**src/shared/ssp_pkg.sv**
```systemverilog
// package of the synchronous serial port: register map, fields, reset values, timing
// assumes a plain address/strobe register port and a single system clock
package ssp_pkg;

    // ----------------------------------------------------------------
    // register offsets
    // ----------------------------------------------------------------
    localparam logic [2:0] ADDR_STATUS = 3'h0;
    localparam logic [2:0] ADDR_CTRL1 = 3'h1;
    localparam logic [2:0] ADDR_CTRL3 = 3'h2;
    localparam logic [2:0] ADDR_BUF = 3'h3;
    localparam logic [2:0] ADDR_BAUD = 3'h4;
    localparam logic [2:0] ADDR_FLAGS = 3'h5;

    // ----------------------------------------------------------------
    // field positions
    // ----------------------------------------------------------------
    localparam int STAT_SAMPLE_LATE = 7;
    localparam int STAT_EDGE_SEL = 6;
    localparam int STAT_BUF_FULL = 0;
    localparam int CTRL1_WRITE_COLLISION_FLAG = 7;
    localparam int CTRL1_OVERFLOW = 6;
    localparam int CTRL1_ENABLE = 5;
    localparam int CTRL1_IDLE_POL = 4;
    localparam int CTRL3_BUF_OVERWRITE = 4;
    localparam int FLAGS_DONE = 0;
    localparam int FLAGS_I2C_MODE = 1;

    // ----------------------------------------------------------------
    // mode field values (low nibble of first control register)
    // ----------------------------------------------------------------
    localparam logic [3:0] MODE_HOST_DIV4 = 4'h0;
    localparam logic [3:0] MODE_HOST_DIV16 = 4'h1;
    localparam logic [3:0] MODE_HOST_DIV64 = 4'h2;
    localparam logic [3:0] MODE_HOST_TIMER = 4'h3;
    localparam logic [3:0] MODE_CLIENT_SEL = 4'h4;
    localparam logic [3:0] MODE_CLIENT_NOSEL = 4'h5;
    localparam logic [3:0] MODE_HOST_BAUD = 4'ha;

    // ----------------------------------------------------------------
    // reset values and counts
    // ----------------------------------------------------------------
    localparam logic [7:0] RST_BYTE = 8'h00;
    localparam logic [2:0] BITS_LAST = 3'h7;
    localparam logic [7:0] DIV4_HALF = 8'h02;
    localparam logic [7:0] DIV16_HALF = 8'h08;
    localparam logic [7:0] DIV64_HALF = 8'h20;

    typedef struct packed {
        logic [2:0] addr;
        logic [7:0] wdata;
        logic wr;
        logic rd;
    } ssp_req_s;

    typedef enum logic [1:0] {
        SSP_IDLE = 2'b00,
        SSP_LEAD = 2'b01,
        SSP_TRAIL = 2'b11
    } ssp_phase_e;

endpackage

```
**src/logic/ssp_sync2.sv**
```systemverilog
// two-flop synchroniser for one pin input
// assumes the input is asynchronous to clk_i
module ssp_sync2 #(
    parameter logic RST_VAL = 1'b0
) (
    input wire logic clk_i,
    input wire logic rst_i,
    input wire logic d_i,
    output logic q_o
);
    logic meta_q;

    always_ff @(posedge clk_i) begin
        if (rst_i) begin
            meta_q <= RST_VAL;
            q_o <= RST_VAL;
        end else begin
            meta_q <= d_i;
            q_o <= meta_q;
        end
    end
endmodule // ssp_sync2

```
**src/logic/ssp_port.sv**
```systemverilog
// spi host/client shifter of the synchronous serial port with its registers
// assumes one system clock; client clock, select and data pins arrive asynchronously
//
// Overview of operation
// - eight-bit shift register, msb out, lsb in
// - change on one edge, capture on opposite
// - each clock sends and receives one bit
// - deselected client ignores clock, drives nothing
// - full byte copied to buffer, done flag
// - buffer write loads buffer and shifter together
// - shifter reachable only through the buffer
// - status low six read-only, top two writable
// - first control register fully read/write
// - baud reload value sets host clock rate
// - port is either spi or i2c, exclusively
// - host rate div 4, 16, 64, timer, baud
// - write during transfer dropped, collision flag set
// - buffer full set on byte received, cleared on read
// - select high releases data output mid-byte
//
// Added by the designer: the address-and-strobe port and the register offsets.
module ssp_port #(
    parameter int WIDTH = 8
) (
    input wire logic clk_i,
    input wire logic rst_i,
    input wire ssp_pkg::ssp_req_s req_i,
    output logic [7:0] rdata_o,
    input wire logic timer_tick_i,
    input wire logic sck_i,
    output logic sck_o,
    output logic sck_oe_n_o,
    input wire logic sdi_i,
    output logic sdo_o,
    output logic sdo_oe_n_o,
    input wire logic sel_n_i,
    output logic done_o
);
    // ------------------------------------------------------------
    // registers
    // ------------------------------------------------------------
    logic [1:0] stat_top_q;
    logic [7:0] ctrl1_q;
    logic [7:0] ctrl3_q;
    logic [7:0] buf_q;
    logic [7:0] baud_q;
    logic i2c_mode_q;
    logic buf_full_q;
    logic done_q;
    logic write_collision_flag_q;
    logic ovf_q;
    logic [WIDTH-1:0] shift_q;
    logic [2:0] bit_cnt_q;
    logic sdo_q;
    logic sck_q;
    logic [7:0] div_cnt_q;
    logic [7:0] rdata_q;
    ssp_pkg::ssp_phase_e phase_q;

    logic sck_s;
    logic sdi_s;
    logic sel_n_s;
    logic sck_prev_q;

    ssp_sync2 #(.RST_VAL(1'b0)) u_sync_sck (
        .clk_i(clk_i),
        .rst_i(rst_i),
        .d_i(sck_i),
        .q_o(sck_s)
    );
    ssp_sync2 #(.RST_VAL(1'b0)) u_sync_sdi (
        .clk_i(clk_i),
        .rst_i(rst_i),
        .d_i(sdi_i),
        .q_o(sdi_s)
    );
    ssp_sync2 #(.RST_VAL(1'b1)) u_sync_sel (
        .clk_i(clk_i),
        .rst_i(rst_i),
        .d_i(sel_n_i),
        .q_o(sel_n_s)
    );

    // ------------------------------------------------------------
    // decode
    // ------------------------------------------------------------
    logic [3:0] mode;
    logic enabled;
    logic is_client;
    logic sel_ctrl;
    logic selected;
    logic busy;
    logic buf_wr;
    logic buf_rd;
    logic wr_ok;
    logic idle_pol;
    logic edge_sel;
    logic [7:0] half_period;

    assign mode = ctrl1_q[3:0];
    assign idle_pol = ctrl1_q[ssp_pkg::CTRL1_IDLE_POL];
    assign edge_sel = stat_top_q[ssp_pkg::STAT_EDGE_SEL - 6];
    assign enabled = ctrl1_q[ssp_pkg::CTRL1_ENABLE] && !i2c_mode_q;
    assign is_client = (mode == ssp_pkg::MODE_CLIENT_SEL) || (mode == ssp_pkg::MODE_CLIENT_NOSEL);
    assign sel_ctrl = mode == ssp_pkg::MODE_CLIENT_SEL;
    assign selected = !sel_ctrl || !sel_n_s;
    assign busy = enabled && ((phase_q != ssp_pkg::SSP_IDLE) || (is_client && bit_cnt_q != 3'h0));
    assign buf_wr = req_i.wr && req_i.addr == ssp_pkg::ADDR_BUF;
    assign buf_rd = req_i.rd && req_i.addr == ssp_pkg::ADDR_BUF;
    assign wr_ok = buf_wr && !busy && !write_collision_flag_q;

    always_comb begin
        unique case (mode)
            ssp_pkg::MODE_HOST_DIV16: half_period = ssp_pkg::DIV16_HALF;
            ssp_pkg::MODE_HOST_DIV64: half_period = ssp_pkg::DIV64_HALF;
            ssp_pkg::MODE_HOST_BAUD: half_period = 8'((baud_q + 8'h01) << 1);
            default: half_period = ssp_pkg::DIV4_HALF;
        endcase
    end

    // ------------------------------------------------------------
    // serial clock edges: client lead edge shifts out, trail edge captures
    // ------------------------------------------------------------
    logic host_tick;
    logic lead_edge;
    logic trail_edge;
    logic c_rise;
    logic c_fall;
    logic c_lead;
    logic c_trail;

    assign host_tick = (mode == ssp_pkg::MODE_HOST_TIMER) ? timer_tick_i : (div_cnt_q == 8'h01);
    assign c_rise = sck_s && !sck_prev_q;
    assign c_fall = !sck_s && sck_prev_q;
    // active edge toward idle when edge select set, away from idle otherwise
    assign c_lead = (edge_sel ^ idle_pol) ? c_fall : c_rise;
    assign c_trail = (edge_sel ^ idle_pol) ? c_rise : c_fall;
    // client only: host moves its data on the trail tick
    assign lead_edge = is_client && enabled && selected && c_lead;
    assign trail_edge = is_client ? (enabled && selected && c_trail)
                                  : (enabled && phase_q == ssp_pkg::SSP_TRAIL && host_tick);

    always_ff @(posedge clk_i) begin
        if (rst_i) begin
            sck_prev_q <= 1'b0;
        end else begin
            sck_prev_q <= sck_s;
        end
    end

    // ------------------------------------------------------------
    // host clock generator
    // ------------------------------------------------------------
    always_ff @(posedge clk_i) begin
        if (rst_i) begin
            div_cnt_q <= ssp_pkg::RST_BYTE;
        end else if (!enabled || is_client || phase_q == ssp_pkg::SSP_IDLE || host_tick) begin
            div_cnt_q <= half_period;
        end else if (div_cnt_q != 8'h00) begin
            div_cnt_q <= div_cnt_q - 8'h01;
        end
    end

    always_ff @(posedge clk_i) begin
        if (rst_i) begin
            phase_q <= ssp_pkg::SSP_IDLE;
        end else if (!enabled || is_client) begin
            phase_q <= ssp_pkg::SSP_IDLE;
        end else begin
            unique case (phase_q)
                ssp_pkg::SSP_IDLE: if (wr_ok) phase_q <= ssp_pkg::SSP_LEAD;
                ssp_pkg::SSP_LEAD: if (host_tick) phase_q <= ssp_pkg::SSP_TRAIL;
                ssp_pkg::SSP_TRAIL: if (host_tick) begin
                    phase_q <= (bit_cnt_q == ssp_pkg::BITS_LAST) ? ssp_pkg::SSP_IDLE : ssp_pkg::SSP_LEAD;
                end
                default: phase_q <= ssp_pkg::SSP_IDLE;
            endcase
        end
    end

    always_ff @(posedge clk_i) begin
        if (rst_i) begin
            sck_q <= 1'b0;
        end else if (phase_q == ssp_pkg::SSP_IDLE || !enabled) begin
            sck_q <= idle_pol;
        end else if (host_tick) begin
            sck_q <= !sck_q;
        end
    end

    // ------------------------------------------------------------
    // shifter and bit counter
    // ------------------------------------------------------------
    always_ff @(posedge clk_i) begin
        if (rst_i) begin
            shift_q <= WIDTH'(0);
        end else if (wr_ok) begin
            shift_q <= WIDTH'(req_i.wdata);
        end else if (trail_edge) begin
            // synchroniser delay puts the pin sample just after the opposite edge
            shift_q <= {shift_q[WIDTH-2:0], sdi_s};
        end
        // untouched shifter keeps its byte as next dummy data
    end

    always_ff @(posedge clk_i) begin
        if (rst_i) begin
            bit_cnt_q <= 3'h0;
        end else if (!enabled || (sel_ctrl && sel_n_s)) begin
            bit_cnt_q <= 3'h0; // select high resets a partial byte
        end else if (trail_edge) begin
            bit_cnt_q <= bit_cnt_q + 3'h1;
        end
    end

    always_ff @(posedge clk_i) begin
        if (rst_i) begin
            sdo_q <= 1'b0;
        end else if (wr_ok) begin
            sdo_q <= req_i.wdata[7];
        end else if (trail_edge && !is_client) begin
            sdo_q <= shift_q[WIDTH-2];
        end else if (lead_edge) begin
            sdo_q <= shift_q[WIDTH-1];
        end else if (is_client && bit_cnt_q == 3'h0 && !busy) begin
            sdo_q <= shift_q[WIDTH-1];
        end
    end

    // ------------------------------------------------------------
    // buffer, flags and completion
    // ------------------------------------------------------------
    logic byte_done;
    assign byte_done = trail_edge && bit_cnt_q == ssp_pkg::BITS_LAST;

    always_ff @(posedge clk_i) begin
        if (rst_i) begin
            buf_q <= ssp_pkg::RST_BYTE;
        end else if (byte_done) begin
            buf_q <= 8'({shift_q[WIDTH-2:0], sdi_s});
        end else if (wr_ok) begin
            buf_q <= req_i.wdata;
        end
    end

    always_ff @(posedge clk_i) begin
        if (rst_i) begin
            buf_full_q <= 1'b0;
        end else if (byte_done) begin
            buf_full_q <= 1'b1;
        end else if (buf_rd) begin
            buf_full_q <= 1'b0;
        end
    end

    always_ff @(posedge clk_i) begin
        if (rst_i) begin
            ovf_q <= 1'b0;
        end else if (byte_done && buf_full_q && !ctrl3_q[ssp_pkg::CTRL3_BUF_OVERWRITE]) begin
            ovf_q <= 1'b1;
        end else if (req_i.wr && req_i.addr == ssp_pkg::ADDR_CTRL1) begin
            ovf_q <= req_i.wdata[ssp_pkg::CTRL1_OVERFLOW];
        end
    end

    always_ff @(posedge clk_i) begin
        if (rst_i) begin
            write_collision_flag_q <= 1'b0;
        end else if (buf_wr && busy) begin
            write_collision_flag_q <= 1'b1;
        end else if (req_i.wr && req_i.addr == ssp_pkg::ADDR_CTRL1) begin
            write_collision_flag_q <= req_i.wdata[ssp_pkg::CTRL1_WRITE_COLLISION_FLAG];
        end
    end

    always_ff @(posedge clk_i) begin
        if (rst_i) begin
            done_q <= 1'b0;
        end else if (byte_done) begin
            done_q <= 1'b1;
        end else if (req_i.wr && req_i.addr == ssp_pkg::ADDR_FLAGS) begin
            done_q <= req_i.wdata[ssp_pkg::FLAGS_DONE];
        end
    end

    // ------------------------------------------------------------
    // software writable registers
    // ------------------------------------------------------------
    always_ff @(posedge clk_i) begin
        if (rst_i) begin
            ctrl1_q <= ssp_pkg::RST_BYTE;
            stat_top_q <= 2'h0;
            ctrl3_q <= ssp_pkg::RST_BYTE;
            baud_q <= ssp_pkg::RST_BYTE;
            i2c_mode_q <= 1'b0;
        end else if (req_i.wr) begin
            unique case (req_i.addr)
                ssp_pkg::ADDR_CTRL1: ctrl1_q <= req_i.wdata;
                ssp_pkg::ADDR_STATUS: stat_top_q <= req_i.wdata[7:6];
                ssp_pkg::ADDR_CTRL3: ctrl3_q <= req_i.wdata;
                ssp_pkg::ADDR_BAUD: baud_q <= req_i.wdata;
                ssp_pkg::ADDR_FLAGS: i2c_mode_q <= req_i.wdata[ssp_pkg::FLAGS_I2C_MODE];
                default: ;
            endcase
        end
    end

    always_ff @(posedge clk_i) begin
        if (rst_i) begin
            rdata_q <= ssp_pkg::RST_BYTE;
        end else if (req_i.rd) begin
            unique case (req_i.addr)
                ssp_pkg::ADDR_STATUS: rdata_q <= {stat_top_q, 5'h00, buf_full_q};
                ssp_pkg::ADDR_CTRL1: rdata_q <= {write_collision_flag_q, ovf_q, ctrl1_q[5:0]};
                ssp_pkg::ADDR_CTRL3: rdata_q <= ctrl3_q;
                ssp_pkg::ADDR_BUF: rdata_q <= buf_q;
                ssp_pkg::ADDR_BAUD: rdata_q <= baud_q;
                ssp_pkg::ADDR_FLAGS: rdata_q <= {6'h00, i2c_mode_q, done_q};
                default: rdata_q <= ssp_pkg::RST_BYTE;
            endcase
        end else begin
            rdata_q <= ssp_pkg::RST_BYTE;
        end
    end

    // ------------------------------------------------------------
    // outputs
    // ------------------------------------------------------------
    assign rdata_o = rdata_q;
    assign done_o = done_q;
    assign sck_o = sck_q;
    assign sck_oe_n_o = !(enabled && !is_client);
    assign sdo_o = sdo_q;
    assign sdo_oe_n_o = !(enabled && (!is_client || !sel_ctrl || !sel_n_s));
endmodule // ssp_port

```
**config.mk**
```make
export PLATFORM = sky130hd
export DESIGN_NAME = ssp_port
export DESIGN_NICKNAME = d
export VERILOG_FILES = /design/src/shared/ssp_pkg.sv /design/src/logic/ssp_sync2.sv /design/src/logic/ssp_port.sv
export SDC_FILE = /design/constraint.sdc
export NUM_CORES = 1
export LEC_CHECK = 0
export BUFFER_PORTS_ARGS = -buffer_cell sky130_fd_sc_hd__buf_2
export CORE_MARGIN = 4
export CORE_UTILIZATION = 31
export DETAILED_ROUTE_END_ITERATION = 7
export SLEW_MARGIN = 20
export SYNTH_ARGS = -nofsm -noshare
export SYNTH_HDL_FRONTEND = slang
export SYNTH_HIERARCHICAL = 1
export SYNTH_SLANG_ARGS = --single-unit
```
**constraint.sdc**
```tcl
create_clock -name clk_i -period 1.9 [get_ports clk_i]
set_input_delay 0.19 -clock clk_i [delete_from_list [all_inputs] [get_ports clk_i]]
set_output_delay 0.19 -clock clk_i [all_outputs]
set_load 0.01 [all_outputs]
```
==> run metrics <==
outcome=completed; first-pass GRT wire length=15400 um; DRT antenna net count=0; utilization after layout=0.391; Post-synth EDFFs=0; Fin Clk Skew=0.00514 ns; CORE AREA=11400 um^2; final hold violation count=0; fill count=1158; Main synth FF type=dfxtp_1; total number of H-tree levels=3; Via density=5.00; Gate power share=0.071; die area=13400 um^2; Mapped Nets=~440; Total GRT Usage=0.149; drt total wl=~9500 um; Starting Density=0.316; crit-path max FO=6; post-synthesis sequential area ratio=0.417; CTS Sinks=75; Slew Viols, Final=0; Clk network pwr share=0.471; Max Used Layer=met4; Area Growth Syn to Fin=23.7%; routed wl met2=4650 um; power consumption=3550 uW; post-route cell area=4450 um^2; Port Buffers=31; Max-slew headroom=0.652; critical path endpoint category=primary output; Worst Path Arrival=1.64 ns; Layout Nets=roughly 500; synthesized area=3600 um^2; Synth cell types=48; initial antenna violation count=0; max_cap viols=0; Tcrit/Tclk final=0.961; Placed Area=4060 um^2; later-pin clock latency in the skew report=0.34 ns; pre-CTS setup slack=-0.0547 ns; I/O Pins=32; antenna diode count=0; via count=between 3k and 4k; largest net degree at the start of global routing=21; Net Sw Power=805 uW; drt drc=0; Reg clk slew, reported paths=0.06 ns; Multi-input gate area=2050 um^2; data required time of the worst path=1.71 ns; worst vdd ir=437 uV; Post-Route M1 WL=about 4100 um; post-detail-place hpwl=7070 um; Hold Path Stages=2; First-pass DRT Iterations=4; DR iter-0 viols=190; CP startpoint kind=flop; FF+latch count, synth=75; met3 WL post-DR=455 um; sw frac=0.227; Rows=39; GPL Wtd Cong=0.851; CTS Root Cell=clkbuf_16; Chip Height=116 um; Setup Crit Path Kind=flop to primary output; Final WS setup=roughly 0.075 ns; Tmin final=1.83 ns; sequential power share=0.458; Die Wd=116 um; vias in the first global route=3019; Lkg Pwr=0.00181 uW; final setup vio count=0; FF/Latch Area=1510 um^2; most frequent cells in the layout=dfxtp_1 (72), nand2_1 (68), a21oi_1 (37), nor2_1 (36), mux2i_1 (33); Ys Warns=6; cts hold-fix bufs=0; worst hold path class=primary input to flop; grt ovf=0; Peak Freq=548 MHz; syn avg cell area=8.61 um^2; share of cells above drive strength 1=0.225; Num CTS Buffers=9; Reg2Reg Depth=5; Post-Synthesis Cells=418; Worst Max-Slew Pin Slew=roughly 0.52 ns; CTS tree=built; async set-or-reset flop fraction in the synthesized netlist=0; Pint=2750 uW; wire per inst=15.3 um; commonest non-fill, non-tap cell in the layout=dfxtp_1; CTS Buffer Depth=2; RSZ-0062 raised after global routing=yes; pwr dens=799 nW/um^2
[worst max-delay path, stage by stage (launching register included)]
cell	delay, ns
dfxtp_2	0.35
or3b_4	0.44
buf_4	0.16
nand2_2	0.08
and2_4	0.15
buf_2	0.12
[area by class of cell]
cell class / instances / area share
Inverter: 6 / 0.00506
Sequential cell: 75 / 0.338
Clock buffer: 11 / 0.0546
Tap cell: 143 / 0.0402
Multi-Input combinational cell: 316 / 0.460
Timing Repair Buffer: 62 / 0.0897
Clock inverter: 5 / 0.0118
[power by group through the flow]
stage / Combinational [uW] / Clock, uW / Sequential (uW)
global placement: 242 / 0 / 1660
CTS: 248 / 1710 / 1630
finish: 254 / 1670 / 1630
global route: 278 / 1770 / 1630
detailed placement: 246 / 0 / 1660
floorplan: 148 / 0 / 1650
[through the flow]
| stage | hold WS, ns | instances | TNS (ns) |
|---|---|---|---|
| 2_1_floorplan | 0.262 | 418 | 0 |
| 3_3_place_gp | 0.372 | 600 | 0 |
| 3_5_place_dp | 0.375 | 600 | -0.285 |
| 4_1_cts | 0.0229 | 616 | -0.0152 |
| 5_1_grt | 0.0426 | 618 | -0.0111 |
| 6_report | 0.0355 | 618 | 0 |
[synthesized netlist by cell type (all sizes together) (6+ instances only)]
master	number	area share
ha	6	0.021
mux2i	34	0.095
a21oi	38	0.054
nor2	37	0.039
a211oi	12	0.036
clkbuf	16	0.017
a31oi	8	0.014
nand3	6	0.0083
nand2b	9	0.016
dfxtp	75	0.42
o21ai	14	0.021
nor2b	16	0.028
inv	6	0.0063
nand2	69	0.072
nor3	12	0.018
xnor2	9	0.022
[cell families (layout without fill, tap and decap cells)]
logic type | Yosys count | in the layout | synth area share
adders and majority gates | 6 | 6 | 0.0209
muxes | 38 | 38 | 0.110
AOI/OAI and AO/OA | 86 | 86 | 0.159
DFF | 75 | 75 | 0.417
buffers and inverters | 27 | 84 | 0.0320
xor gates and xnor gates | 13 | 13 | 0.0317
and+or+nand+nor | 173 | 173 | 0.229
[state kept, by name (all words and copies together), names as in the netlist, 2 cells and up]
| signal | count |
|---|---|
| baud_q | 8 |
| shift_q | 8 |
| div_cnt_q | 8 |
| stat_top_q | 2 |
| rdata_o | 8 |
| phase_q | 2 |
| bit_cnt_q | 3 |
| buf_q | 8 |
| ctrl1_q | 6 |
| ctrl3_q | 8 |
[layer usage]
metal / up-vias / GRT usage
li1: 1559 / -
met1: 1449 / 0.187
met2: 65 / 0.252
met3: 14 / 0.0172
met4: 0 / 0.0758
met5: - / 0
[path summary, 6_finish.rpt]
kind / end / startpoint / slack (ns)
max reg2reg: buf_q[3] / ctrl1_q[2] / 0.10
min: u_sync_sel/meta_q / sel_n_i / 0.04
min reg2reg: u_sync_sel/q_o / u_sync_sel/meta_q / 0.41
max: sdo_oe_n_o / ctrl1_q[2] / 0.07
[repair_timing]
| item | 4_1_cts | 5_1_grt |
|---|---|---|
| pin swaps | 0 | 9 |
| endpoints found under the setup margin | 16 | 30 |
| buffers inserted | 0 | 2 |
| hold endpoints to repair | 0 | 0 |
| resized for setup | 2 | 19 |
Power figures use the tool's default switching activity.
